$ cat config.mk
export PLATFORM = sky130hd
export DESIGN_NAME = bit_stretcher
export DESIGN_NICKNAME = d
export VERILOG_FILES = /design/src/verilog/stretcher_pkg.sv /design/src/verilog/read_in_cell.sv /design/src/verilog/bit_stretcher.sv
export SDC_FILE = /design/constraint.sdc
export NUM_CORES = 1
export LEC_CHECK = 0
export ABC_AREA = 1
export BUFFER_PORTS_ARGS = -buffer_cell sky130_fd_sc_hd__buf_2
export CORE_UTILIZATION = 60
export CTS_BUF_LIST = sky130_fd_sc_hd__clkbuf_4 sky130_fd_sc_hd__clkbuf_8 sky130_fd_sc_hd__clkbuf_16
export DETAILED_ROUTE_END_ITERATION = 6
export PLACE_DENSITY_LB_ADDON = 0.12
export SKIP_LAST_GASP = 1
export SLEW_MARGIN = 10
export SYNTH_ARGS = -nofsm -noshare
export SYNTH_HDL_FRONTEND = slang
export SYNTH_HIERARCHICAL = 1
export SYNTH_SLANG_ARGS = --single-unit
export TNS_END_PERCENT = 30
$ cat constraint.sdc
create_clock -name clk_sys -period 2.75 [get_ports clk_sys]
set_clock_uncertainty 0.2 [all_clocks]
set_input_delay 0.4125 -clock clk_sys [delete_from_list [all_inputs] [get_ports clk_sys]]
set_output_delay 0.4125 -clock clk_sys [all_outputs]
set_load 0.005 [all_outputs]
$ cat src/verilog/stretcher_pkg.sv
// Constants, register map and carrier types of the six-phase bit stretcher.
// Assumes a single 25 MHz system clock and a plain strobe-style register port.
package stretcher_pkg;

	// =========================================================
	// Timing
	localparam int CLK_PERIOD_NS    = 40;
	localparam int SAMPLE_DELAY_NS  = 200;
	localparam int SAMPLE_DELAY_CYC = (SAMPLE_DELAY_NS + CLK_PERIOD_NS - 1) / CLK_PERIOD_NS;
	localparam int PHASES           = 6;

	// =========================================================
	// Register offsets
	localparam logic [7:0] CTRL_OFS   = 8'h00;
	localparam logic [7:0] LOSS_OFS   = 8'h04;
	localparam logic [7:0] STATUS_OFS = 8'h08;
	localparam logic [7:0] MASK_OFS   = 8'h0c;
	localparam logic [7:0] STATE_OFS  = 8'h10;

	// =========================================================
	// Field positions
	localparam int STATE_CNT_LSB = 6;
	localparam int STATE_INH_BIT = 9;
	localparam int EV_INH_ON     = 0;
	localparam int EV_INH_OFF    = 1;
	localparam int EV_BRACKET    = 2;
	localparam int EV_W          = 3;

	// =========================================================
	// Reset values
	localparam logic [15:0]     LOSS_LIMIT_RST = 16'h0040;
	localparam logic [EV_W-1:0] MASK_RST       = 3'h0;
	localparam logic [2:0]      COUNTER_RST    = 3'h0;

	// =========================================================
	// Types
	typedef enum logic [1:0] {
		MODE_48_CHANNEL,
		INTERLEAVED_MODE,
		SEPARATED_MODE,
		REPEATER_MODE
	} opMode_t;

	typedef struct packed {
		logic [7:0]  addr;
		logic [31:0] wrData;
		logic        wrStrobe;
		logic        rdStrobe;
	} regReq_t;

endpackage : stretcher_pkg

$ cat src/verilog/read_in_cell.sv
// One read-in gate with its storage flip-flop.
// Assumes tick is a one-cycle sampling pulse on clk_sys.
`timescale 1ns/1ps
module read_in_cell (
	input  wire logic clk_sys,
	input  wire logic arst_n,
	input  wire logic active,
	input  wire logic phaseA,
	input  wire logic phaseB,
	input  wire logic tick,
	input  wire logic pcmTrue,
	input  wire logic pcmComp,
	output logic      stored,
	output logic      gateOpen
);
	logic setN;
	logic resetN;

	// =========================================================
	// Gate
	assign gateOpen = active & phaseA & phaseB;
	// Closed gate drives ones so the edge changes nothing
	assign setN     = gateOpen ? ~pcmTrue : 1'b1;
	assign resetN   = gateOpen ? ~pcmComp : 1'b1;

	// =========================================================
	// Storage
	always_ff @(posedge clk_sys or negedge arst_n) begin
		if (!arst_n) begin
			stored <= 1'b0;
		end else if (tick) begin
			if (!setN) begin
				stored <= 1'b1;
			end else if (!resetN) begin
				stored <= 1'b0;
			end
		end
	end

	// =========================================================
	// Checks
	cell_hold_a: assert property (@(posedge clk_sys) disable iff (!arst_n)
		(tick && !gateOpen) |=> $stable(stored))
		else $error("store changed while its gate was closed");
	cell_load_a: assert property (@(posedge clk_sys) disable iff (!arst_n)
		(tick && gateOpen) |=> (stored == $past(pcmTrue)))
		else $error("store did not load the current bit");

endmodule : read_in_cell

$ cat src/verilog/bit_stretcher.sv
// Six-phase bit stretcher: stores a serial stream across six flip-flops.
// Assumes pcmIn and timIn are asynchronous pins; timIn is far slower than clk_sys.
//
// Decided for this implementation: the address-and-strobe port and the register offsets.
`timescale 1ns/1ps
module bit_stretcher #(
	parameter int IDLE_W = 16
) (
	input  wire logic                   clk_sys,
	input  wire logic                   arst_n,
	input  wire logic                   pcmIn,
	input  wire logic                   timIn,
	input  wire stretcher_pkg::regReq_t busReq,
	output logic [31:0]                 rdData,
	output logic [5:0]                  storedBits,
	output logic                        firstStoredBit,
	output logic                        bracketPulse,
	output logic                        inhibit,
	output logic                        bypassData,
	output logic                        irq
);

	// =========================================================
	// Declarations
	logic                                timSync1_reg;
	logic                                timSync2_reg;
	logic                                timSync3_reg;
	logic                                pcmSync1_reg;
	logic                                pcmSync2_reg;
	logic                                pcmSync3_reg;
	logic                                timRise;
	logic                                pcmEdge;
	logic                                pcmTrue;
	logic                                pcmComp;
	logic [2:0]                          delayCnt_reg;
	logic                                tick;
	logic [2:0]                          cnt_reg;
	logic [2:0]                          cnt_next;
	logic                                s0;
	logic                                s1;
	logic                                s2;
	logic [5:0]                          phA;
	logic [5:0]                          phB;
	logic [5:0]                          gateOpen;
	logic                                active;
	stretcher_pkg::opMode_t              mode_reg;
	logic [IDLE_W-1:0]                   lossLimit_reg;
	logic [IDLE_W-1:0]                   dataIdle_reg;
	logic [IDLE_W-1:0]                   timIdle_reg;
	logic                                inhPrev_reg;
	logic [stretcher_pkg::EV_W-1:0]      status_reg;
	logic [stretcher_pkg::EV_W-1:0]      status_next;
	logic [stretcher_pkg::EV_W-1:0]      mask_reg;
	logic [stretcher_pkg::EV_W-1:0]      events;
	logic                                statusRead;

	localparam int DLY_M1 = stretcher_pkg::SAMPLE_DELAY_CYC - 1;

	// =========================================================
	// Input synchronisers
	// Both pins are foreign to clk_sys; third stage only feeds edge finders
	always_ff @(posedge clk_sys or negedge arst_n) begin
		if (!arst_n) begin
			timSync1_reg <= 1'b0;
			timSync2_reg <= 1'b0;
			timSync3_reg <= 1'b0;
		end else begin
			timSync1_reg <= timIn;
			timSync2_reg <= timSync1_reg;
			timSync3_reg <= timSync2_reg;
		end
	end

	always_ff @(posedge clk_sys or negedge arst_n) begin
		if (!arst_n) begin
			pcmSync1_reg <= 1'b0;
			pcmSync2_reg <= 1'b0;
			pcmSync3_reg <= 1'b0;
		end else begin
			pcmSync1_reg <= pcmIn;
			pcmSync2_reg <= pcmSync1_reg;
			pcmSync3_reg <= pcmSync2_reg;
		end
	end

	assign timRise = timSync2_reg & ~timSync3_reg;
	assign pcmEdge = pcmSync2_reg ^ pcmSync3_reg;
	assign pcmTrue = pcmSync2_reg;
	assign pcmComp = ~pcmSync2_reg;

	// =========================================================
	// Sampling clock
	// Delay keeps the sampling instant away from data transitions
	always_ff @(posedge clk_sys or negedge arst_n) begin
		if (!arst_n) begin
			delayCnt_reg <= 3'h0;
		end else if (timRise) begin
			delayCnt_reg <= 3'(stretcher_pkg::SAMPLE_DELAY_CYC);
		end else if (delayCnt_reg != 3'h0) begin
			delayCnt_reg <= delayCnt_reg - 3'h1;
		end
	end

	assign tick = (delayCnt_reg == 3'h1);

	// =========================================================
	// Divide-by-six counter
	assign s0 = cnt_reg[0];
	assign s1 = cnt_reg[1];
	assign s2 = cnt_reg[2];
	assign active = (mode_reg == stretcher_pkg::INTERLEAVED_MODE) ||
		(mode_reg == stretcher_pkg::SEPARATED_MODE);

	// Feedback gate also steers the two illegal codes back into the ring
	assign cnt_next = {s1, s0, ~s2 & ~(s1 & ~s0)};

	always_ff @(posedge clk_sys or negedge arst_n) begin
		if (!arst_n) begin
			cnt_reg <= stretcher_pkg::COUNTER_RST;
		end else if (!active) begin
			cnt_reg <= stretcher_pkg::COUNTER_RST;
		end else if (tick) begin
			cnt_reg <= cnt_next;
		end
	end

	// =========================================================
	// Read-in gates and stores
	// Each gate decodes a distinct adjacent pair of counter phases
	assign phA = {~s1, ~s0, s2, s1, s0, ~s0};
	assign phB = {s2, s1, s0, ~s2, ~s1, ~s2};

	genvar gi;
	generate
		for (gi = 0; gi < stretcher_pkg::PHASES; gi++) begin : gCell
			read_in_cell uCell (
				.clk_sys  (clk_sys),
				.arst_n   (arst_n),
				.active   (active),
				.phaseA   (phA[gi]),
				.phaseB   (phB[gi]),
				.tick     (tick),
				.pcmTrue  (pcmTrue),
				.pcmComp  (pcmComp),
				.stored   (storedBits[gi]),
				.gateOpen (gateOpen[gi])
			);
		end
	endgenerate

	assign firstStoredBit = storedBits[0];

	// =========================================================
	// Bracket pulse and repeater bypass
	always_ff @(posedge clk_sys or negedge arst_n) begin
		if (!arst_n) begin
			bracketPulse <= 1'b0;
		end else begin
			bracketPulse <= tick & gateOpen[0];
		end
	end

	always_ff @(posedge clk_sys or negedge arst_n) begin
		if (!arst_n) begin
			bypassData <= 1'b0;
		end else begin
			bypassData <= (mode_reg == stretcher_pkg::REPEATER_MODE) & pcmTrue;
		end
	end

	// =========================================================
	// Loss-of-activity detector
	// Idle counters saturate so a dead line never wraps back to active
	always_ff @(posedge clk_sys or negedge arst_n) begin
		if (!arst_n) begin
			dataIdle_reg <= '0;
		end else if (pcmEdge) begin
			dataIdle_reg <= '0;
		end else if (dataIdle_reg != '1) begin
			dataIdle_reg <= dataIdle_reg + 1'b1;
		end
	end

	always_ff @(posedge clk_sys or negedge arst_n) begin
		if (!arst_n) begin
			timIdle_reg <= '0;
		end else if (timRise) begin
			timIdle_reg <= '0;
		end else if (timIdle_reg != '1) begin
			timIdle_reg <= timIdle_reg + 1'b1;
		end
	end

	always_ff @(posedge clk_sys or negedge arst_n) begin
		if (!arst_n) begin
			inhibit     <= 1'b0;
			inhPrev_reg <= 1'b0;
		end else begin
			inhibit     <= (dataIdle_reg >= lossLimit_reg) ||
				(timIdle_reg >= lossLimit_reg);
			inhPrev_reg <= inhibit;
		end
	end

	// =========================================================
	// Control registers
	always_ff @(posedge clk_sys or negedge arst_n) begin
		if (!arst_n) begin
			mode_reg      <= stretcher_pkg::MODE_48_CHANNEL;
			lossLimit_reg <= IDLE_W'(stretcher_pkg::LOSS_LIMIT_RST);
			mask_reg      <= stretcher_pkg::MASK_RST;
		end else if (busReq.wrStrobe) begin
			case (busReq.addr)
				stretcher_pkg::CTRL_OFS: begin
					mode_reg <= stretcher_pkg::opMode_t'(busReq.wrData[1:0]);
				end
				stretcher_pkg::LOSS_OFS: begin
					lossLimit_reg <= busReq.wrData[IDLE_W-1:0];
				end
				stretcher_pkg::MASK_OFS: begin
					mask_reg <= busReq.wrData[stretcher_pkg::EV_W-1:0];
				end
				default: begin
				end
			endcase
		end
	end

	// =========================================================
	// Interrupt status
	assign events[stretcher_pkg::EV_INH_ON]  = inhibit & ~inhPrev_reg;
	assign events[stretcher_pkg::EV_INH_OFF] = ~inhibit & inhPrev_reg;
	assign events[stretcher_pkg::EV_BRACKET] = bracketPulse;
	assign statusRead = busReq.rdStrobe && (busReq.addr == stretcher_pkg::STATUS_OFS);
	// New event wins over the clear-on-read in the same cycle
	assign status_next = (statusRead ? '0 : status_reg) | events;

	always_ff @(posedge clk_sys or negedge arst_n) begin
		if (!arst_n) begin
			status_reg <= '0;
			irq        <= 1'b0;
		end else begin
			status_reg <= status_next;
			irq        <= |(status_next & mask_reg);
		end
	end

	// =========================================================
	// Read port
	// Data stand one cycle only; unmapped offsets read zero
	always_ff @(posedge clk_sys or negedge arst_n) begin
		if (!arst_n) begin
			rdData <= 32'h0;
		end else if (busReq.rdStrobe) begin
			case (busReq.addr)
				stretcher_pkg::CTRL_OFS:   rdData <= {30'h0, mode_reg};
				stretcher_pkg::LOSS_OFS:   rdData <= 32'(lossLimit_reg);
				stretcher_pkg::STATUS_OFS: rdData <= 32'(status_reg);
				stretcher_pkg::MASK_OFS:   rdData <= 32'(mask_reg);
				stretcher_pkg::STATE_OFS: begin
					rdData <= 32'({inhibit, cnt_reg, storedBits});
				end
				default:                   rdData <= 32'h0;
			endcase
		end else begin
			rdData <= 32'h0;
		end
	end

	// =========================================================
	// Checks
	logic [5:0] gateRot;
	assign gateRot = {gateOpen[4:0], gateOpen[5]};

	one_gate_a: assert property (@(posedge clk_sys) disable iff (!arst_n)
		active |-> $onehot(gateOpen))
		else $error("not exactly one read-in gate open");

	gate_rotate_a: assert property (@(posedge clk_sys) disable iff (!arst_n)
		(tick && active && $past(active)) |=> ((gateOpen == $past(gateRot)) || !active))
		else $error("read-in gates left their rotating order");

	// Ticks since the first gate loaded; parked high while idle
	logic [2:0] restCnt_reg;
	always_ff @(posedge clk_sys or negedge arst_n) begin
		if (!arst_n) begin
			restCnt_reg <= 3'h7;
		end else if (!active) begin
			restCnt_reg <= 3'h7;
		end else if (tick && gateOpen[0]) begin
			restCnt_reg <= 3'h0;
		end else if (tick && restCnt_reg != 3'h7) begin
			restCnt_reg <= restCnt_reg + 3'h1;
		end
	end

	gate_rest_a: assert property (@(posedge clk_sys) disable iff (!arst_n)
		(tick && gateOpen[0]) |-> (restCnt_reg >= 3'h5))
		else $error("first gate reopened within five periods");

	idle_48_a: assert property (@(posedge clk_sys) disable iff (!arst_n)
		(mode_reg == stretcher_pkg::MODE_48_CHANNEL) |-> (gateOpen == 6'h00))
		else $error("read-in logic active in 48-channel mode");

	repeater_pass_a: assert property (@(posedge clk_sys) disable iff (!arst_n)
		(mode_reg == stretcher_pkg::REPEATER_MODE) |=> (bypassData == $past(pcmTrue)))
		else $error("repeater bypass does not follow input");

	bracket_load_a: assert property (@(posedge clk_sys) disable iff (!arst_n)
		(tick && gateOpen[0]) |=> (bracketPulse && firstStoredBit == $past(pcmTrue)))
		else $error("bracket pulse not with first store load");

	sample_delay_a: assert property (@(posedge clk_sys) disable iff (!arst_n)
		timRise ##1 (!timRise [*1]) |-> ##[DLY_M1:DLY_M1] (tick || timRise))
		else $error("sampling pulse not at the fixed delay");

	loss_inhibit_a: assert property (@(posedge clk_sys) disable iff (!arst_n)
		((dataIdle_reg >= lossLimit_reg) || (timIdle_reg >= lossLimit_reg)) |=> inhibit)
		else $error("inhibit missing on lost activity");

	release_a: assert property (@(posedge clk_sys) disable iff (!arst_n)
		((dataIdle_reg < lossLimit_reg) && (timIdle_reg < lossLimit_reg)) |=> !inhibit)
		else $error("inhibit held while both inputs active");

	counter_legal_a: assert property (@(posedge clk_sys) disable iff (!arst_n)
		(cnt_reg == 3'h2 || cnt_reg == 3'h5) |-> ##[1:300] (cnt_reg == 3'h0 ||
			cnt_reg == 3'h1 || cnt_reg == 3'h3 || cnt_reg == 3'h4 ||
			cnt_reg == 3'h6 || cnt_reg == 3'h7))
		else $error("counter stuck in illegal code");

	full_cycle_c: cover property (@(posedge clk_sys) disable iff (!arst_n)
		(tick && gateOpen[5] && active) ##[1:20] bracketPulse);
	inhibit_on_c: cover property (@(posedge clk_sys) disable iff (!arst_n)
		$rose(inhibit));
	repeater_c: cover property (@(posedge clk_sys) disable iff (!arst_n)
		(mode_reg == stretcher_pkg::REPEATER_MODE) && $rose(bypassData));
	irq_c: cover property (@(posedge clk_sys) disable iff (!arst_n)
		$rose(irq));

endmodule : bit_stretcher

# Yosys cells after proc, flatten, opt, wreduce, memory -nomap -nowiden
# Index checks and enable logic that the tools add are counted.
dict set report totals {
  ff_bits 95
  inputBits 46
  out_inout_bits 43
  word_cells 130
}
dict set report op_classes {
  addsub 3
  order_cmp 2
  n_eq_ne 17
  mux 35
  bitwise_logic 29
  n_reduce_logical 18
}
# op count
set op_table {}
lappend op_table {{$mux 16} 5}
lappend op_table {{$pmux 16 s5} 1}
lappend op_table {{$add 16x1->16 const B} 2}
lappend op_table {{$ge 16x16->1} 2}
lappend op_table {{$ne 16x16->1 const B} 2}
lappend op_table {{$mux 1} 24}
lappend op_table {{$and 1x1->1} 18}
lappend op_table {{$reduce_and 2->1} 9}
lappend op_table {{$eq 8x4->1 const B} 2}
lappend op_table {{$mux 3} 5}
lappend op_table {{$ne 2x2->1 const B} 7}
lappend op_table {{$eq 8x3->1 const B} 1}
lappend op_table {{$eq 8x5->1 const B} 1}
lappend op_table {{$logic_not 8->1} 1}
lappend op_table {{$not 1->1} 8}
lappend op_table {{$reduce_bool 2->1} 3}
lappend op_table {{$eq 2x2->1 const B} 2}
lappend op_table {{$and 3x3->3} 1}
lappend op_table {{$eq 3x1->1 const B} 1}
lappend op_table {{$or 3x3->3} 1}
lappend op_table {{$reduce_bool 3->1} 1}
lappend op_table {{$reduce_or 3->1} 1}
lappend op_table {{$sub 3x1->3 const B} 1}
lappend op_table {{$eq 2x1->1 const B} 1}
lappend op_table {{other kinds (3)} 4}

# Depth between registers and ports, before layout
dict set report logic_depth {
  word_depth 7
  depth_mapped 11
  ltp_nobuf 11
}

# Hierarchy
# The synthesis kept the hierarchy.
# mod instances cells_each area_per_inst_um2 seq_area_each_um2
set by_module_without_submodules {}
lappend by_module_without_submodules {bit_stretcher 1 647 5137.4 2228.4}
lappend by_module_without_submodules {read_in_cell 6 10 80.1 25.0}

# Worst setup path before layout
# No wires, ideal clock.
dict set report synth_path {
  path_kind {register to register}
  from {register dataIdle_reg[0]}
  to {register dataIdle_reg[10]}
  setup_ns 0.065
  t_arrival_ns 1.369
  t_required_ns 2.485
  slack_ns 1.116
  stages_incl_launch_ff 9
  n_path_buf 1
  synth_period_minus_slack_ns 1.634
  path_cell_list {dfrtp_1 -> ha_1 -> nand3_2 -> nor3_4 -> inv_2 -> nor2_4 -> nand2_4 -> buf_6 -> nand2_1}
}
dict set report synth_between {
  elab_chain_cells 3
  word_cells_on_any_way 5
  cone_classes {1 x add/sub; 1 x eq/ne; 2 x mux; 1 x reduce/logical}
}
# element line_no
set synth_rtl {}
lappend synth_rtl {{from (decl)} bit_stretcher.sv:48} ;# logic [IDLE_W-1:0] dataIdle_reg;
lappend synth_rtl {{from (signal assigned)} bit_stretcher.sv:180} ;# dataIdle_reg <= dataIdle_reg + 1'b1;
lappend synth_rtl {{$add 16x1->16} bit_stretcher.sv:180}
lappend synth_rtl {{$mux 16} bit_stretcher.sv:179} ;# end else if (dataIdle_reg != '1) begin
lappend synth_rtl {{$mux 16} bit_stretcher.sv:177} ;# end else if (pcmEdge) begin
# Parallel ways exist; a longest one is shown, timed or not. The select of a mux whose other input is x is not followed.
# A chain may end at the register's enable or synchronous reset.

# Worst setup path after layout
dict set report layout_path {
  from {register timIdle_reg[1]}
  to {register timIdle_reg[0]}
}
dict set report layout_between {
  elab_chain_cells 2
}
# element line_no
set layout_rtl {}
lappend layout_rtl {{from (decl)} bit_stretcher.sv:49} ;# logic [IDLE_W-1:0] timIdle_reg;
lappend layout_rtl {{from (signal assigned)} bit_stretcher.sv:190} ;# timIdle_reg <= timIdle_reg + 1'b1;
lappend layout_rtl {{$ne 16x16->1} bit_stretcher.sv:189} ;# end else if (timIdle_reg != '1) begin
lappend layout_rtl {{$reduce_bool 2->1 (no line)} -}
# No other way between the ends.

==> flow_summary.ini <==
[power_and_ir_drop]
p_seq_frac = 0.522
pwr-share-comb = 0.158
p_sw_uw = 900.5
peakVddDrop_uv = 413.9
switching_share = 0.2987
pwr-share-clk = 0.320
p_leak_uw = 0.003311
intPower_uw = 2114
p_per_area_nw_per_um2 = 488.0

[route]
viasPerCell = 5.407
wl_per_cell_um = 14.19
num_vias = 4769
drc = 0
dr.pass1.iters = 5
ant_nets = 0
dr.first_iter.drc_count = 225
finalWirelength_um = 12520

[timing]
drv_slew = 0
slew_headroom = 0.5948
worstMarginPinSlew_ns = 0.6064
hold_viol = 0
fin_setup_tns_ns = 0
min_period_ns = 2.073
setup_viol = 0
rsz0062_at_grt = false
period_share = 0.7540
fmax_mhz = 482.3

[global_route]
grtUsageMet2 = 0.4637
grt_util_all_layers = 0.2768
grt_pass1_vias = 4520
overflow = 0
use_met3 = 0.04043
grt_use_met1 = 0.3610
antenna_found_initial = 0
grt_pass1_wl_um = 21090
grt_max_degree = 53
busiest_layer = met2

[final_layout]
final-instance-count-excl-fill = 882
diodes = 0
nFillCells = 760
syn_to_final_growth_pct = 9.955
drive_above_1_share = 0.1680
fin_nets = 853

[setup_path]
required_ns = 2.79
r2r_start = timIdle_reg[1]
critPathLaunch = timIdle_reg[1]
path_max_fanout = 14
worstSetupStartpointType = flop
cp.arrival_ns = 2.11
worstSetupEndpointType = flop
path_class = flop to flop

[clocking]
cts_tree = done
cts.sinks = 95
cts_buffers = 9
cts_setup_buffers = 0
cts-root-buf = clkbuf_8
clockBufferDepth = 2
clk_pin_slew_worst_paths_ns = 0.10
h-tree-depth = 3
clk_latency_ns = 0.37

[placed_design]
port_buffers = 56
dp_cells = 863
place_hpwl_um = 9432
gp_congestion = 0.9238

[yosys]
seq_area_frac_synth = 0.4234
ys_warn_count = 6
synth_area_sq_um = 5618
async_reset_ff_frac = 1.000
ys_seq_elements = 95
synth_edf_count = 0
synth_cell_type_count = 38
syn_area_per_cell_sq_um = 7.946
synth_cells = 707
synth_flop_cell = dfrtp_1

[worst_hold_path]
min_from = busReq[16]
hp-class = input pin to flop

[die]
die_w_um = 98.77
dieArea_sq_um = 9755
coreArea_sq_um = 8891
start_util = 0.6319
num_rows = 34
die_y_um = 98.77
io_pins = 89

[run_status]
status = finished clean

[run]
maxCapViolCount = 0
synth_stat cells (all sizes together) (3+ instances only):
master | instances | share of area
nor3 | 13 | 0.015
ha | 38 | 0.085
or2 | 10 | 0.011
o21bai | 9 | 0.012
o21ai | 37 | 0.033
a21oi | 17 | 0.015
inv | 96 | 0.064
nand2 | 190 | 0.13
dfrtp | 94 | 0.42
nand4 | 13 | 0.016
nand3 | 79 | 0.077
o211ai | 3 | 0.0040
nor2 | 67 | 0.056
buf | 24 | 0.032
critical path, cell delays in order (launching register included):
cell     delay (ns)
dfrtp_1        0.44
ha_1           0.23
nand2_1        0.10
nor2_2         0.15
nand2_1        0.14
inv_1          0.12
nand4_2        0.31
nand3_1        0.16
o21ai_0        0.09
cell type report:
type	instances	area [sq um]	share of cell area
clock buffers	11	145.1	0.02350
clock inverters	5	63.81	0.01033
inverters	97	364.1	0.05894
multi-input cells	504	2743	0.4440
flip-flops and latches	95	2379	0.3851
well taps	108	135.1	0.02188
repair buffers	62	347.8	0.05631
cell usage in the layout (no fill, tap or decap), types with 2 or more instances in the layout:
cell and n:
o21bai_1 9, xor2_1 2, nor3_1 10, a21oi_1 17
or2_2 10, nor2_2 2, nor3_2 2, nand2_1 179
buf_4 3, o31ai_1 2, clkbuf_8 10, o21a_1 2
inv_6 2, nand2_2 10, nor2_1 57, conb_1 16
nand3_1 72, nor2_4 8, ha_1 38, inv_2 8
dfrtp_1 94, o211ai_1 3, dlygate4sd3_1 3, buf_2 55
a31o_2 2, inv_1 88, o21ai_0 34, o21ai_1 3
nand4_1 12, a31oi_1 2, nand3_2 7
routing by layer:
metal | vias up | wire (um)
met5 | - | 0
met4 | 0 | 262
met2 | 146 | 6099
met1 | 2239 | 5534
met3 | 19 | 619
li1 | 2365 | -
path summary, 6_finish.rpt:
check                      cells after the start  slack [ns]                 to
max                                            8        0.68     timIdle_reg[0]
min                                            3        0.06  lossLimit_reg[14]
max reg2reg                                    8        0.68     timIdle_reg[0]
min reg2reg                                    0        0.16       timSync2_reg
max in group asynchronous                      3        1.27   lossLimit_reg[6]
min in group asynchronous                      2        0.37       pcmSync3_reg
power groups by stage:
stage / Clock (uW) / Combinational, uW / Sequential (uW)
global route: 1030 / 557 / 1590
finish: 964 / 477 / 1570
detailed placement: 0 / 477 / 1600
floorplan: 0 / 347 / 1570
CTS: 984 / 480 / 1570
global placement: 0 / 448 / 1600
stage by stage:
stage          utilization  total power (uW)  instance area [sq um]  hold slack (ns)  setup WS (ns)
2_1_floorplan            -              1922                   5674         -0.08309          1.116
3_3_place_gp        0.6679              2043                   5938           0.1351         0.7267
3_5_place_dp        0.6679              2075                   5938           0.1362         0.6211
4_1_cts             0.6948              3037                   6177          0.05354         0.6719
5_1_grt             0.6948              3170                   6177          0.06410         0.4316
6_report            0.6948              3015                   6177          0.06363         0.6765
cell families after synthesis:
logic type	Yosys count	share of synthesized area
buffers and inverters	123	0.09844
AND/OR/NAND/NOR	373	0.3100
XOR/XNOR	3	0.008019
other	1	0.0006675
flip-flops	95	0.4234
adder cells (fa/ha/maj)	38	0.08463
AO/OA/AOI/OAI	74	0.07483
timing repair:
item | 4_1_cts | 5_1_grt
hold buffers | 3 | 0
resized for setup | 0 | 0
hold endpoints to repair | 45 | 0
No activity file was read; power rests on OpenSTA's default activity.
